**src/core/lfdr_pkg.sv**
```systemverilog
// Constants shared by the LED fault detection and reporting block
package lfdr_pkg;
	// ****************************************
	// Channel and word sizes
	// ****************************************
	localparam int CHANNELS     = 16;
	localparam int GS_WIDTH     = 16;
	localparam int STATUS_BITS  = CHANNELS + 1;
	localparam int ADDR_WIDTH   = 8;
	localparam int DATA_WIDTH   = 32;
	localparam int COUNT_WIDTH  = 6;

	// ****************************************
	// Detection timing and thresholds
	// ****************************************
	// Grayscale edge of each display period on which outputs are checked
	localparam logic [COUNT_WIDTH-1:0] CHECK_EDGE   = 6'h21;
	// Smallest grayscale value for which an open flag may be reported
	localparam logic [GS_WIDTH-1:0]    GS_MIN_CHECK = 16'h1001;

	// ****************************************
	// Synchronised pin positions
	// ****************************************
	localparam int PIN_BLANK   = 0;
	localparam int PIN_LATCH   = 1;
	localparam int PIN_SCLK    = 2;
	localparam int PIN_GRAYSCALE_CLOCK   = 3;
	localparam int PIN_HOT     = 4;
	localparam int PIN_BELOW   = 5;
	localparam int PIN_COUNT   = PIN_BELOW + CHANNELS;

	// ****************************************
	// Register map (byte addresses)
	// ****************************************
	localparam logic [ADDR_WIDTH-1:0] REG_FLAGS  = 8'h00;
	localparam logic [ADDR_WIDTH-1:0] REG_STATUS = 8'h04;
	localparam logic [ADDR_WIDTH-1:0] REG_CLEAR  = 8'h08;
	localparam logic [ADDR_WIDTH-1:0] REG_ENABLE = 8'h0c;
	localparam logic [ADDR_WIDTH-1:0] REG_CTRL   = 8'h10;

	// ****************************************
	// Event bits and reset values
	// ****************************************
	localparam int EVENTS         = 3;
	localparam int EV_OPEN        = 0;
	localparam int EV_THERM_SET   = 1;
	localparam int EV_THERM_CLEAR = 2;
	localparam int CTRL_DETECT    = 0;
	localparam logic [EVENTS-1:0] ENABLE_RESET = 3'h0;
	localparam logic              DETECT_RESET = 1'h1;
endpackage : lfdr_pkg

```
**src/core/lfdr_status_if.sv**
```systemverilog
// Link between the fault logic and the status readback shifter
`timescale 1ns/1ps
`default_nettype none
interface lfdr_status_if;
	logic                              loadPulse;
	logic                              shiftPulse;
	logic [lfdr_pkg::STATUS_BITS-1:0]  statusReadbackWord;
	logic                              serialOut;

	modport core (
		output loadPulse,
		output shiftPulse,
		output statusReadbackWord,
		input  serialOut
	);
	modport shifter (
		input  loadPulse,
		input  shiftPulse,
		input  statusReadbackWord,
		output serialOut
	);
endinterface : lfdr_status_if
`default_nettype wire

```
**src/core/led_fault_detect_report.sv**
```systemverilog
// Open-LED detection, auto output off and thermal shutdown with fault pin
//
// The placing of the registers and the plain strobed port were decided locally.
`timescale 1ns/1ps
`default_nettype none
module led_fault_detect_report (
	input  wire logic                                  core_clk,
	input  wire logic                                  rst,
	input  wire logic                                  blanking,
	input  wire logic                                  latch_strobe,
	input  wire logic                                  shift_clock,
	input  wire logic                                  grayscale_clock,
	input  wire logic                                  thermal_shutdown,
	input  wire logic [lfdr_pkg::CHANNELS-1:0]         belowOpenThreshold,
	input  wire logic [lfdr_pkg::CHANNELS-1:0]         sinkRequest,
	input  wire logic [lfdr_pkg::CHANNELS*lfdr_pkg::GS_WIDTH-1:0] grayscaleValue,
	input  wire logic [lfdr_pkg::ADDR_WIDTH-1:0]       regAddr,
	input  wire logic [lfdr_pkg::DATA_WIDTH-1:0]       regWdata,
	input  wire logic                                  regWrite,
	input  wire logic                                  regRead,
	output logic      [lfdr_pkg::DATA_WIDTH-1:0]       regRdata,
	output logic      [lfdr_pkg::CHANNELS-1:0]         sinkOutput,
	output logic                                       fault_pin_n_out,
	output logic                                       fault_pin_n_oe,
	output logic                                       statusOut,
	output logic                                       irq
);
	// ****************************************
	// State
	// ****************************************
	typedef struct packed {
		logic                                armed;
		logic [lfdr_pkg::COUNT_WIDTH-1:0]    gsCount;
		logic [lfdr_pkg::CHANNELS-1:0]       open_led_flag;
		logic [lfdr_pkg::CHANNELS-1:0]       forcedOff;
		logic                                outEnable;
		logic                                thermal_error_flag;
		logic                                thermalOff;
		logic                                coolAtBlankRise;
		logic                                thermPend;
		logic                                loadPend;
		logic [lfdr_pkg::EVENTS-1:0]         status;
		logic [lfdr_pkg::EVENTS-1:0]         enable;
		logic                                detectOn;
		logic [lfdr_pkg::DATA_WIDTH-1:0]     rdata;
		logic [lfdr_pkg::CHANNELS-1:0]       sinkOutput;
		logic                                faultOe;
		logic                                irq;
	} lfdr_state_t;

	lfdr_state_t st;
	lfdr_state_t next_st;

	logic [lfdr_pkg::PIN_COUNT-1:0]      pinRaw;
	logic [lfdr_pkg::PIN_COUNT-1:0]      pinLevel;
	logic [lfdr_pkg::PIN_COUNT-1:0]      pinRise;
	logic [lfdr_pkg::PIN_COUNT-1:0]      pinFall;
	logic [lfdr_pkg::CHANNELS-1:0]       gsCheckable;
	logic [lfdr_pkg::CHANNELS-1:0]       sampledOpen;
	logic [lfdr_pkg::EVENTS-1:0]         events;
	logic                                blankLvl;
	logic                                hotLvl;
	logic                                checkEdge;
	logic                                thermEval;
	logic                                sinkAllow;

	lfdr_status_if statusLink ();

	// ****************************************
	// Pin synchronisers
	// ****************************************
	// pins and comparators synchronised
	assign pinRaw = {belowOpenThreshold, thermal_shutdown, grayscale_clock,
		shift_clock, latch_strobe, blanking};

	lfdr_pin_sync #(
		.W (lfdr_pkg::PIN_COUNT)
	) u_sync (
		.core_clk (core_clk),
		.rst      (rst),
		.pinIn    (pinRaw),
		.level    (pinLevel),
		.rise     (pinRise),
		.fall     (pinFall)
	);

	assign blankLvl = pinLevel[lfdr_pkg::PIN_BLANK];
	assign hotLvl   = pinLevel[lfdr_pkg::PIN_HOT];

	// ****************************************
	// Per-channel sampling qualifiers
	// ****************************************
	genvar ch;
	generate
		for (ch = 0; ch < lfdr_pkg::CHANNELS; ch++) begin : g_chan
			assign gsCheckable[ch] =
				grayscaleValue[ch*lfdr_pkg::GS_WIDTH +: lfdr_pkg::GS_WIDTH]
				>= lfdr_pkg::GS_MIN_CHECK;
			assign sampledOpen[ch] = st.sinkOutput[ch] & gsCheckable[ch]
				& pinLevel[lfdr_pkg::PIN_BELOW + ch];
		end
	endgenerate

	// Pin edges arrive about two core cycles late; the check inherits that lag
	// The count stands one short of the check edge just before that edge
	assign checkEdge = st.armed & ~blankLvl & pinRise[lfdr_pkg::PIN_GRAYSCALE_CLOCK]
		& (st.gsCount == lfdr_pkg::CHECK_EDGE - 6'h01);
	assign thermEval = st.thermPend & pinFall[lfdr_pkg::PIN_SCLK];

	// ****************************************
	// Next-state logic
	// ****************************************
	always_comb begin
		next_st = st;
		events  = '0;
		sinkAllow = 1'b0;
		// Later assignments below take priority, so a set beats a clear, except for outEnable and forcedOff, where the clear wins

		if (pinFall[lfdr_pkg::PIN_BLANK]) begin
			next_st.armed   = 1'b1;
			next_st.gsCount = '0;
		end else if (pinRise[lfdr_pkg::PIN_BLANK]) begin
			// A period cut short by blanking never reaches its check
			next_st.armed = 1'b0;
		end else if (st.armed & ~blankLvl & pinRise[lfdr_pkg::PIN_GRAYSCALE_CLOCK]) begin
			if (checkEdge) begin
				next_st.armed = 1'b0;
			end else begin
				next_st.gsCount = st.gsCount + 6'h01;
			end
		end

		// flags change only on the check edge
		if (checkEdge & st.detectOn) begin
			next_st.open_led_flag = sampledOpen;
			events[lfdr_pkg::EV_OPEN] = |sampledOpen;
		end

		// faulty sinks off until blank falls
		if (pinFall[lfdr_pkg::PIN_BLANK]) begin
			next_st.forcedOff = '0;
		end else if (checkEdge & st.detectOn) begin
			next_st.forcedOff = st.forcedOff | sampledOpen;
		end

		// blanking disables; first grayscale edge enables
		if (blankLvl) begin
			next_st.outEnable = 1'b0;
		end else if (pinRise[lfdr_pkg::PIN_GRAYSCALE_CLOCK]) begin
			next_st.outEnable = 1'b1;
		end

		if (pinRise[lfdr_pkg::PIN_BLANK]) begin
			next_st.coolAtBlankRise = ~hotLvl;
		end
		if (pinFall[lfdr_pkg::PIN_BLANK] & st.coolAtBlankRise & ~hotLvl) begin
			next_st.thermalOff = 1'b0;
		end

		// re-evaluate after latch then shift fall
		if (pinFall[lfdr_pkg::PIN_LATCH]) begin
			next_st.thermPend = 1'b1;
		end else if (thermEval) begin
			next_st.thermPend = 1'b0;
		end
		if (thermEval & ~hotLvl & st.thermal_error_flag) begin
			next_st.thermal_error_flag = 1'b0;
			events[lfdr_pkg::EV_THERM_CLEAR] = 1'b1;
		end

		if (hotLvl) begin
			next_st.thermal_error_flag = 1'b1;
			next_st.thermalOff         = 1'b1;
			events[lfdr_pkg::EV_THERM_SET] = ~st.thermal_error_flag;
		end

		// first shift rise after latch loads
		if (pinFall[lfdr_pkg::PIN_LATCH]) begin
			next_st.loadPend = 1'b1;
		end else if (pinRise[lfdr_pkg::PIN_SCLK]) begin
			next_st.loadPend = 1'b0;
		end

		// sink gating, thermal and open faults
		// Live hot level is included so shutdown does not wait a cycle for the flag
		sinkAllow = next_st.outEnable & ~next_st.thermalOff & ~hotLvl & ~blankLvl;
		next_st.sinkOutput = sinkAllow ? (sinkRequest & ~next_st.forcedOff) : '0;

		// pin driven in the setting edge
		next_st.faultOe = next_st.thermal_error_flag
			| ((|next_st.open_led_flag) & ~blankLvl);

		// Register writes; a clear never hides an event in the same cycle
		if (regWrite) begin
			case (regAddr)
				lfdr_pkg::REG_CLEAR: begin
					next_st.status = st.status & ~regWdata[lfdr_pkg::EVENTS-1:0];
				end
				lfdr_pkg::REG_ENABLE: begin
					next_st.enable = regWdata[lfdr_pkg::EVENTS-1:0];
				end
				lfdr_pkg::REG_CTRL: begin
					next_st.detectOn = regWdata[lfdr_pkg::CTRL_DETECT];
				end
				lfdr_pkg::REG_FLAGS, lfdr_pkg::REG_STATUS: begin
					// Read-only: writes are dropped
				end
				default: begin
				end
			endcase
		end
		next_st.status = next_st.status | events;
		next_st.irq    = |(next_st.status & next_st.enable);

		// Read data stand for one cycle only; unmapped reads return zero
		next_st.rdata = '0;
		if (regRead) begin
			case (regAddr)
				lfdr_pkg::REG_FLAGS: begin
					next_st.rdata[lfdr_pkg::STATUS_BITS-1:0] =
						{st.thermal_error_flag, st.open_led_flag};
				end
				lfdr_pkg::REG_STATUS: begin
					next_st.rdata[lfdr_pkg::EVENTS-1:0] = st.status;
				end
				lfdr_pkg::REG_ENABLE: begin
					next_st.rdata[lfdr_pkg::EVENTS-1:0] = st.enable;
				end
				lfdr_pkg::REG_CTRL: begin
					next_st.rdata[lfdr_pkg::CTRL_DETECT] = st.detectOn;
				end
				lfdr_pkg::REG_CLEAR: begin
					// Write-only: reads see zero
					next_st.rdata = '0;
				end
				default: begin
				end
			endcase
		end
	end

	// ****************************************
	// State register
	// ****************************************
	// Flags have no defined power-up value in the part; zero is chosen here
	// Detection starts on so a controller that never writes CTRL still sees flags
	always_ff @(posedge core_clk) begin
		if (rst) begin
			st          <= '0;
			st.enable   <= lfdr_pkg::ENABLE_RESET;
			st.detectOn <= lfdr_pkg::DETECT_RESET;
		end else begin
			st <= next_st;
		end
	end

	// ****************************************
	// Status readback shifter
	// ****************************************
	assign statusLink.loadPulse  = st.loadPend & pinRise[lfdr_pkg::PIN_SCLK];
	assign statusLink.shiftPulse = pinRise[lfdr_pkg::PIN_SCLK];
	assign statusLink.statusReadbackWord = {st.open_led_flag, st.thermal_error_flag};

	lfdr_status_shift u_shift (
		.core_clk (core_clk),
		.rst      (rst),
		.link     (statusLink.shifter)
	);

	// ****************************************
	// Outputs
	// ****************************************
	// open-drain pin only ever pulls low
	assign regRdata        = st.rdata;
	assign sinkOutput      = st.sinkOutput;
	assign fault_pin_n_out = 1'b0;
	assign fault_pin_n_oe  = st.faultOe;
	assign statusOut       = statusLink.serialOut;
	assign irq             = st.irq;
endmodule : led_fault_detect_report
`default_nettype wire

```
**src/core/lfdr_pin_sync.sv**
```systemverilog
// Two-flop synchroniser with edge detection for outside pins
`timescale 1ns/1ps
`default_nettype none
module lfdr_pin_sync #(
	parameter int W = 1
) (
	input  wire logic         core_clk,
	input  wire logic         rst,
	input  wire logic [W-1:0] pinIn,
	output logic      [W-1:0] level,
	output logic      [W-1:0] rise,
	output logic      [W-1:0] fall
);
	typedef struct packed {
		logic [W-1:0] meta;
		logic [W-1:0] stable;
		logic [W-1:0] prev;
		logic [2:0]   filled;
	} lfdr_sync_t;

	lfdr_sync_t st;
	lfdr_sync_t next_st;

	// Only the second stage and later feed logic
	always_comb begin
		next_st.meta   = pinIn;
		next_st.stable = st.meta;
		next_st.prev   = st.stable;
		next_st.filled = {st.filled[1:0], 1'b1};
	end

	always_ff @(posedge core_clk) begin
		if (rst) begin
			st <= '0;
		end else begin
			st <= next_st;
		end
	end

	assign level = st.stable;
	// Edges are masked until all stages hold real samples, so a pin that idles
	// high does not show a false rise after reset; edges in that window are lost
	assign rise  = st.stable & ~st.prev & {W{st.filled[2]}};
	assign fall  = ~st.stable & st.prev & {W{st.filled[2]}};
endmodule : lfdr_pin_sync
`default_nettype wire

```
**src/core/lfdr_status_shift.sv**
```systemverilog
// Serial readback of the open and thermal flags on the shift clock
`timescale 1ns/1ps
`default_nettype none
module lfdr_status_shift (
	input  wire logic   core_clk,
	input  wire logic   rst,
	lfdr_status_if.shifter link
);
	typedef struct packed {
		logic [lfdr_pkg::STATUS_BITS-1:0] shiftReg;
		logic                             serialOut;
	} lfdr_shift_t;

	lfdr_shift_t st;
	lfdr_shift_t next_st;

	always_comb begin
		next_st = st;
		if (link.loadPulse) begin
			next_st.shiftReg = link.statusReadbackWord;
		end else if (link.shiftPulse) begin
			next_st.shiftReg = {st.shiftReg[lfdr_pkg::STATUS_BITS-2:0], 1'b0};
		end
		next_st.serialOut = next_st.shiftReg[lfdr_pkg::STATUS_BITS-1];
	end

	always_ff @(posedge core_clk) begin
		if (rst) begin
			st <= '0;
		end else begin
			st <= next_st;
		end
	end

	assign link.serialOut = st.serialOut;
endmodule : lfdr_status_shift
`default_nettype wire

```
**config.mk**
```make
export PLATFORM = sky130hd
export DESIGN_NAME = led_fault_detect_report
export DESIGN_NICKNAME = d
export VERILOG_FILES = /design/src/core/lfdr_pkg.sv /design/src/core/lfdr_status_if.sv /design/src/core/led_fault_detect_report.sv /design/src/core/lfdr_pin_sync.sv /design/src/core/lfdr_status_shift.sv
export SDC_FILE = /design/constraint.sdc
export NUM_CORES = 1
export LEC_CHECK = 0
export ABC_AREA = 0
export BUFFER_PORTS_ARGS = -buffer_cell sky130_fd_sc_hd__clkbuf_2
export CAP_MARGIN = 20
export CORE_AREA = 2 2 150 152
export CTS_BUF_LIST = sky130_fd_sc_hd__clkbuf_16
export CTS_CLUSTER_DIAMETER = 80
export DETAILED_ROUTE_END_ITERATION = 12
export DIE_AREA = 0 0 152 154
export GPL_TIMING_DRIVEN = 0
export PLACE_DENSITY = 0.69
export SYNTH_ARGS = -nofsm -noshare
export SYNTH_HDL_FRONTEND = slang
export SYNTH_SLANG_ARGS = --single-unit
```
**constraint.sdc**
```tcl
create_clock -name core_clk -period 2.2 [get_ports core_clk]
set_clock_uncertainty 0.1 [all_clocks]
set_input_delay 0.44 -clock core_clk [delete_from_list [all_inputs] [get_ports core_clk]]
set_output_delay 0.44 -clock core_clk [all_outputs]
set_load 0.01 [all_outputs]
```
==> flow_summary.json, run 1 <==
{
  "die_area_sq_mm": 0.0234,
  "synth_seq_cells": 153,
  "slew_headroom_pct": 46.4,
  "nNetsFinal": 1381,
  "worst_slew_pin_slew_ns": 0.804,
  "clock_tree.buffer_depth": 2,
  "ctsRootBufferMaster": "clkbuf_16",
  "yosys-top-cells-area": "dfxtp_1 49%, buf_4 6.0%, mux2i_1 6.0%",
  "setup.worst_path.start": "grayscaleValue[203]",
  "cts.sinks": 153,
  "setup_ws_ns": -0.0577,
  "maxSlewViolCount": 0,
  "critPathMaxStageDelay_ns": 0.57,
  "pre_cts_slack_ns": -0.753,
  "die_h_microns": 154,
  "cp_cell_sequence": "clkbuf_2 -> or4_1 -> o31ai_4 -> a21oi_4 -> mux2i_4 -> nand4_1 -> o41ai_2 -> o21ai_1",
  "ys_seq_area_share_pct": 49.4,
  "worstPathMaxFanout": 3,
  "synth-compound-area-share_pct": 11.0,
  "route.vias.total": 6043,
  "syn_avg_cell_area_sq_um": 9.56,
  "yosys.area_share.simple_pct": 23.8,
  "crit_path_start_kind": "input port",
  "cp_top_family": "compound AO/OA/AOI/OAI gates",
  "synth_top_area_share_pct": 49.4,
  "synth_xor_area_share_pct": 0.706,
  "endpoint": "fault_pin_n_oe",
  "syn_area_sq_mm": 0.00620,
  "grt_pass1_vias": 5931,
  "wirelength_microns": 21300,
  "hp-class": "in -> reg",
  "crit_path_top_delay_cell": "or4_1",
  "design.core.area_sq_mm": 0.0217,
  "rows": 54,
  "fmax_mhz": 443,
  "postSynthCellCount": 649,
  "synthMuxAreaShare_pct": 6.69,
  "grt_util_all_layers_pct": 17.7,
  "holdWs_ns": 0.127,
  "yosys.cell_types.count": 40,
  "clkLatencyLatePin_ns": 0.42,
  "layout-drive-gt1-share_pct": 47.5,
  "drtIter0Drc": 259,
  "setup_viol": 1,
  "ir_worst_vdd_mv": 0.568,
  "grt_max_degree": 17,
  "reg2reg_from": "u_sync.level[0]",
  "htreeDepth": 4,
  "syn_to_final_growth_pct": 53.2,
  "wl_per_cell_microns": 16.0,
  "rsz0062_at_grt": "true",
  "drc": 0,
  "synth_top_family_by_area": "simple AND/OR/NAND/NOR gates",
  "reg2reg_slack_ns": -0.03,
  "critPathKind": "in -> reg",
  "postRouteAntennaNets": 0,
  "cts_tree": "yes",
  "port-buffer-count": 342,
  "status": "complete, but fails checks",
  "grt_overflow": 0,
  "p_leak_nw": 4.39,
  "period_minus_slack_ns": 2.26,
  "synth_largest_area_cell": "dfxtp_1",
  "die_w_microns": 152,
  "clk_pin_slew_ns": 0.06,
  "ys_warn_count": 0,
  "dr.pass1.iters": 4,
  "crit_cells": 8,
  "hold_viol": 0,
  "path_buf_inv": 1,
  "endpoint_kind": "flip-flop",
  "rr_endpoint": "fault_pin_n_oe",
  "gp_congestion": 0.847,
  "io_pins": 389,
  "start_util_pct": 28.6,
  "power_density_mw_per_mm2": 667,
  "grt_first_pass_wirelength_microns": 31600,
  "numCtsBuffers": 17,
  "required_ns": 2.37,
  "post-dp-hpwl_microns": 16800,
  "r2r_cells": 8,
  "violations": "negative setup slack",
  "synth_fa_ha_area_share_pct": 0.403,
  "finalCritPeriodShare_pct": 103,
  "arrival_ns": 2.43,
  "drv_cap": 0,
  "vias_per_cell": 4.53,
  "grt_antenna_before_repair": 2
}
[layer usage]
metal  track usage [%]  part of all wire [%]
met1              21.9                    44
met2              29.6                    47
met3              5.75                   7.1
met4              5.07                   1.8
met5                 0                 0.061
[report_power, final]
group	internal, mW	switching (mW)	total [mW]
logic	0.283	0.203	0.486
clock network	1.88	1.13	3.01
registers	2.82	0.0167	2.84
total	4.98	1.35	6.34
[cell usage in the layout, fill, tap and decap left out, types with 16 or more instances in the layout]
master     netlist  routed
or4_1           48      46
clkbuf_2         0     343
nor3_1          19      19
nand2_1         29      29
mux2i_1         37      25
clkbuf_1        22      19
nor2b_1         53      51
nor2_1          72      71
a211oi_1        17      17
buf_4           50      65
clkbuf_16        0      18
a21oi_1         41      28
conb_1           1      16
dfxtp_1        153     148
o211a_1         16      16
[cell families (layout without fill, tap and decap cells)]
family | Yosys count | count (layout)
other cells | 1 | 17
buf+inv | 79 | 469
compound gates | 100 | 100
mux | 41 | 41
simple gates | 268 | 268
fa+ha+maj | 2 | 2
flops | 153 | 153
xor+xnor | 5 | 5
[what timing repair did]
action	CTS	global route
hold buffers	0	0
pin swaps	7	14
cloned	1	0
endpoints found under the setup margin	31	13
resized for setup	45	45
buffers inserted	11	8
[stage by stage]
stage               std cells  setup TNS, ns  area [sq um]  utilization [%]  total power, mW
finish                   1335        -0.0577          9500             43.8             6.34
global route             1335         -0.258          9500             43.8             6.59
CTS                      1327        -0.0826          9230             42.5             6.41
detailed placement       1286         -17.25          8320             38.4             3.36
global placement         1286         -16.22          8320             38.4             3.35
floorplan                 664       -0.00367          6260                -             3.05
[state kept, by name (all words and copies together), names as in the netlist]
signal,count
irq,1
sinkOutput,16
u_shift.st,16
fault_pin_n_oe,1
u_sync.level,21
u_sync.next_st,23
regRdata,17
u_sync.st,5
st,52
u_shift.link.serialOut,1
[worst min path at each step]
stage | endpoint | slack (ns) | depth (start not counted) | from
2_1_floorplan | u_sync.level[0] | 0.31 | 1 | u_sync.next_st[24]
3_3_place_gp | u_sync.level[20] | 0.32 | 1 | u_sync.next_st[44]
3_5_place_dp | u_sync.level[10] | 0.32 | 1 | u_sync.next_st[34]
4_1_cts | u_sync.next_st[34] | 0.11 | 2 | belowOpenThreshold[5]
5_1_grt | sinkOutput[5] | 0.12 | 2 | sinkRequest[5]
6_report | u_sync.next_st[34] | 0.13 | 2 | belowOpenThreshold[5]
[synth_stat cells (all sizes together)]
cell    number
nand4b       1
o21ai        4
nor3        19
nand3        7
o311ai       1
or2          1
o31ai       16
mux2i       37
o211a       16
a21oi       41
xnor2        2
nand2b       1
ha           2
inv          4
nand2       29
a22oi        4
conb         1
or4         48
a211oi      17
clkbuf      22
and2b        1
and3         1
and4b        1
nor2b       53
o41ai        1
or3          1
nand3b       2
nor2        72
nor4         6
dfxtp      153
nor3b        2
nand4        7
xor2         3
and2        16
buf         53
mux2         4
[layout make-up]
class	instances	area [sq um]
diodes	1	2.50
plain buffers	72	474
clock buffers	17	425
clock inverters	14	179
fillers	2137	12200
inverters	4	15.0
multi-input cells	432	3100
flip-flops and latches	153	3070
well taps	280	350
repair buffers	362	1890
Power figures use the tool's default switching activity.
==> inputs of run 2 (changes only) <==
--- a/config.mk
+++ b/config.mk
@@ -8,13 +8,14 @@
 export ABC_AREA = 0
 export BUFFER_PORTS_ARGS = -buffer_cell sky130_fd_sc_hd__clkbuf_2
 export CAP_MARGIN = 20
-export CORE_AREA = 2 2 150 152
+export CELL_PAD_IN_SITES_DETAIL_PLACEMENT = 1
+export CELL_PAD_IN_SITES_GLOBAL_PLACEMENT = 2
+export CORE_UTILIZATION = 21
 export CTS_BUF_LIST = sky130_fd_sc_hd__clkbuf_16
 export CTS_CLUSTER_DIAMETER = 80
 export DETAILED_ROUTE_END_ITERATION = 12
-export DIE_AREA = 0 0 152 154
 export GPL_TIMING_DRIVEN = 0
-export PLACE_DENSITY = 0.69
+export PLACE_DENSITY = 0.86
 export SYNTH_ARGS = -nofsm -noshare
 export SYNTH_HDL_FRONTEND = slang
 export SYNTH_SLANG_ARGS = --single-unit
==> flow_summary.json, run 2 (same netlist as run 1, synthesis figures left out) <==
{
  "placed_cells": 1390,
  "htreeDepth": 4,
  "worstPathMaxFanout": 5,
  "tns_ns": -0.162,
  "combPwrFrac_pct": 8.1,
  "grt_first_pass_wirelength_microns": 35000,
  "rows": 62,
  "final_cells": 1431,
  "layout-drive-gt1-share_pct": 47.6,
  "p_leak_nw": 4.39,
  "cts_hold_buf": 0,
  "cts_tree": "yes",
  "grt_util_all_layers_pct": 15.2,
  "cp_cell_sequence": "and2b_1 -> and3_4 -> nand4_4 -> buf_12 -> mux2i_4 -> nand4_1 -> o41ai_2 -> o21ai_1",
  "mostFrequentLayoutCell": "clkbuf_2",
  "setup_ws_ns": -0.0841,
  "numCtsBuffers": 17,
  "drtIter0Drc": 170,
  "grt_max_degree": 17,
  "port-buffer-count": 342,
  "hold_viol": 0,
  "rsz0062_at_grt": "true",
  "layout_common_cells": "344 x clkbuf_2, 151 x dfxtp_1, 71 x nor2_1",
  "ir_worst_vdd_mv": 0.329,
  "drv_cap": 0,
  "crit_path_start_kind": "flip-flop",
  "arrival_ns": 2.47,
  "clockPowerShare_pct": 46.5,
  "start_util_pct": 21.5,
  "dr.pass1.iters": 4,
  "critPathMaxStageDelay_ns": 0.40,
  "cp_top_family": "simple AND/OR/NAND/NOR gates",
  "critPathKind": "reg -> reg",
  "hp-class": "in -> reg",
  "rr_endpoint": "fault_pin_n_oe",
  "clk_pin_slew_ns": 0.07,
  "vias_per_cell": 4.26,
  "status": "complete, but fails checks",
  "post-dp-hpwl_microns": 18300,
  "grt_overflow": 0,
  "clkLatencyLatePin_ns": 0.43,
  "postRouteAntennaNets": 0,
  "endpoint": "fault_pin_n_oe",
  "route.vias.total": 6102,
  "cts.sinks": 153,
  "maxSlewViolCount": 0,
  "wl_per_cell_microns": 15.9,
  "slew_headroom_pct": 51.5,
  "crit_cells": 8,
  "largest_register_ffs": 52,
  "finalCritPeriodShare_pct": 104,
  "reg2reg_slack_ns": -0.08,
  "die_area_sq_mm": 0.0302,
  "period_minus_slack_ns": 2.28,
  "fin_util_pct": 33.0,
  "p_total_mw": 6.25,
  "largest-register": "st",
  "grt_pass1_vias": 6532,
  "violations": "negative setup slack",
  "setup.worst_path.start": "u_sync.level[0]",
  "worst_slew_pin_slew_ns": 0.728,
  "setup_viol": 2,
  "grt_antenna_before_repair": 0,
  "gp_congestion": 0.762,
  "crit_path_top_delay_cell": "o41ai_2",
  "r2r_cells": 8,
  "fmax_mhz": 438,
  "drc": 0,
  "switchingPower_mw": 1.54,
  "reg2reg_from": "u_sync.level[0]",
  "syn_to_final_growth_pct": 53.4,
  "path_buf_inv": 1,
  "die_h_microns": 174,
  "ctsRootBufferMaster": "clkbuf_16",
  "nNetsFinal": 1373,
  "holdWs_ns": 0.121,
  "required_ns": 2.39,
  "power_density_mw_per_mm2": 657,
  "wirelength_microns": 22800,
  "p_sw_share_pct": 24.7,
  "die_w_microns": 174,
  "design.core.area_sq_mm": 0.0289,
  "endpoint_kind": "flip-flop",
  "pwr-share-seq_pct": 45.4,
  "n_antenna_cell": 0,
  "io_pins": 389,
  "clock_tree.buffer_depth": 2,
  "internal_power_mw": 4.71
}
run 2: per-layer routing:
layer / global-route usage, % / part of all wire, %
met1: 16.4 / 40
met2: 28.6 / 53
met3: 4.40 / 6.2
met4: 3.62 / 0.99
met5: 0 / 0
run 2: power groups by stage:
stage / combinational (mW) / sequential, mW / clock [mW]
after floorplan: 0.151 / 2.89 / 0
after global placement: 0.463 / 2.90 / 0
after detailed placement: 0.476 / 2.90 / 0
after CTS: 0.496 / 2.84 / 3.00
after global routing: 0.560 / 2.84 / 3.12
final: 0.507 / 2.84 / 2.91
run 2: how the worst min path moves through the flow:
stage / start / end / slack [ns] / depth (start not counted)
3_5_place_dp: u_sync.next_st[42] / u_sync.level[18] / 0.33 / 1
3_3_place_gp: u_sync.next_st[37] / u_sync.level[13] / 0.32 / 1
4_1_cts: sinkRequest[7] / sinkOutput[7] / 0.10 / 2
6_report: belowOpenThreshold[1] / u_sync.next_st[30] / 0.12 / 2
2_1_floorplan: u_sync.next_st[24] / u_sync.level[0] / 0.31 / 1
5_1_grt: sinkRequest[7] / sinkOutput[7] / 0.11 / 2
run 2: repair_timing:
item	4_1_cts	5_1_grt
gates resized for setup	51	30
pin swaps	15	14
gates cloned	0	1
endpoints found under the setup margin	40	24
setup buffers	4	7
run 2: layout make-up:
type	instances	area (sq um)
fill	3434	19300
sequential	153	3070
multi-input combinational	432	3060
timing repair buffer	354	1830
tap	384	480
buffer	72	478
clock buffer	17	425
clock inverter	15	156
inverter	4	15.0
run 2: metrics by stage:
stage,cell area (sq um),setup slack [ns]
finish,9520,-0.0841
floorplan,6260,-0.00231
CTS,9310,-0.111
global placement,8450,-0.779
detailed placement,8450,-0.801
global route,9520,-0.221
==> inputs of run 3 (changes only) <==
--- a/config.mk
+++ b/config.mk
@@ -15,6 +15,7 @@
 export CTS_CLUSTER_DIAMETER = 80
 export DETAILED_ROUTE_END_ITERATION = 12
 export GPL_TIMING_DRIVEN = 0
+export MAX_ROUTING_LAYER = met4
 export PLACE_DENSITY = 0.86
 export SYNTH_ARGS = -nofsm -noshare
 export SYNTH_HDL_FRONTEND = slang
==> flow_summary.json, run 3 (same netlist as run 1, synthesis figures left out) <==
{
  "status": "complete, but fails checks",
  "violations": "negative setup slack",
  "largest-register": "st",
  "setup_ws_ns": -0.0838,
  "clkLatencyLatePin_ns": 0.43,
  "worst_slew_pin_slew_ns": 0.725,
  "p_total_mw": 6.24,
  "multiInputGateArea_sq_mm": 0.00306,
  "wirelength_microns": 22800,
  "grt_max_degree": 17,
  "worstPathMaxFanout": 5,
  "gp_congestion": 0.776,
  "fmax_mhz": 438,
  "p_leak_nw": 4.39,
  "nNetsFinal": 1373,
  "die_h_microns": 174,
  "clock_tree.buffer_depth": 2,
  "placed_cell_area_sq_mm": 0.00845,
  "rows": 62,
  "finalCritPeriodShare_pct": 104,
  "placed_cells": 1390,
  "setup_viol": 3,
  "layout-drive-gt1-share_pct": 47.6,
  "final_cells": 1431,
  "endpoint_kind": "flip-flop",
  "dr.pass1.iters": 4,
  "required_ns": 2.38,
  "post-dp-hpwl_microns": 18300,
  "crit_path_top_delay_cell": "o41ai_2",
  "drv_cap": 0,
  "hp-class": "in -> reg",
  "critPathKind": "reg -> reg",
  "critPathMaxStageDelay_ns": 0.40,
  "ir_worst_vdd_mv": 0.327,
  "pre_cts_slack_ns": -0.801,
  "grt_overflow": 0,
  "port-buffer-count": 342,
  "finalInstanceArea_sq_mm": 0.00952,
  "grt_pass1_vias": 6530,
  "syn_to_final_growth_pct": 53.4,
  "fin_util_pct": 33.0,
  "cts.sinks": 153,
  "layout_common_cells": "344 x clkbuf_2, 151 x dfxtp_1, 71 x nor2_1",
  "power_density_mw_per_mm2": 656,
  "die_w_microns": 174,
  "wl_per_cell_microns": 15.9,
  "grt_antenna_before_repair": 0,
  "period_minus_slack_ns": 2.28,
  "rsz0062_at_grt": "true",
  "seq_area_sq_mm": 0.00307,
  "mostFrequentLayoutCell": "clkbuf_2",
  "grt_util_all_layers_pct": 15.6,
  "route.vias.total": 6092,
  "n_antenna_cell": 0,
  "slew_headroom_pct": 51.6,
  "grt_first_pass_wirelength_microns": 35000,
  "crit_path_start_kind": "flip-flop",
  "tns_ns": -0.169,
  "io_pins": 389,
  "htreeDepth": 4,
  "postRouteAntennaNets": 0,
  "largest_register_ffs": 52,
  "die_area_sq_mm": 0.0302,
  "clk_pin_slew_ns": 0.07,
  "ctsRootBufferMaster": "clkbuf_16",
  "drtIter0Drc": 180,
  "drc": 0,
  "arrival_ns": 2.47,
  "maxSlewViolCount": 0,
  "cp_cell_sequence": "and2b_1 -> and3_4 -> nand4_4 -> buf_12 -> mux2i_4 -> nand4_1 -> o41ai_2 -> o21ai_1",
  "fillCellCount": 3434,
  "vias_per_cell": 4.26,
  "cts_tree": "yes",
  "numCtsBuffers": 17,
  "start_util_pct": 21.5,
  "hold_viol": 0,
  "holdWs_ns": 0.122,
  "design.core.area_sq_mm": 0.0289
}
==> run 3: worst max-delay path: cells and delay by family, from the launching register on <==
| kind | cells | cell delay, ns |
|---|---|---|
| AOI/OAI and AO/OA | 2 | 0.53 |
| buffers and inverters | 1 | 0.21 |
| DFF | 1 | 0.34 |
| muxes | 1 | 0.17 |
| and+or+nand+nor | 4 | 0.80 |
==> run 3: final timing paths <==
| path | startpoint | cells past startpoint | end | slack [ns] |
|---|---|---|---|---|
| setup / recovery | u_sync.level[0] | 8 | fault_pin_n_oe | -0.08 |
| hold / removal | belowOpenThreshold[1] | 2 | u_sync.next_st[30] | 0.12 |
| setup reg to reg | u_sync.level[0] | 8 | fault_pin_n_oe | -0.08 |
| hold reg to reg | u_sync.next_st[38] | 1 | u_sync.level[14] | 0.34 |
==> run 3: where the power goes <==
group          total, mW  internal, mW  leakage [nW]  switching (mW)
logic              0.507         0.288          2.86           0.219
clock network       2.90          1.60         0.281            1.30
registers           2.84          2.82          1.24          0.0188
total               6.24          4.71          4.39            1.53
==> run 3: cell type report <==
cell class | count | area share, %
multi-input combinational | 432 | 32.2
buffer | 72 | 5.02
clock inverter | 15 | 1.64
clock buffer | 17 | 4.47
inverter | 4 | 0.158
tap | 384 | 5.05
timing repair buffer | 354 | 19.2
sequential | 153 | 32.3
==> run 3: metal layers <==
layer / wire [microns] / vias up / global-route usage, % / share of wire, %
li1: - / 3008 / - / -
met1: 9120 / 2857 / 16.7 / 40
met2: 12100 / 214 / 28.6 / 53
met3: 1330 / 13 / 4.22 / 5.8
met4: 215 / 0 / 3.18 / 0.94
met5: 0 / - / - / 0
==> run 3: timing repair <==
item                                    CTS  global route
gates cloned                              0             1
hold buffers                              0             0
resized for setup                        51            30
buffers inserted                          4             7
pin swaps                                15            14
endpoints found under the setup margin   40            24
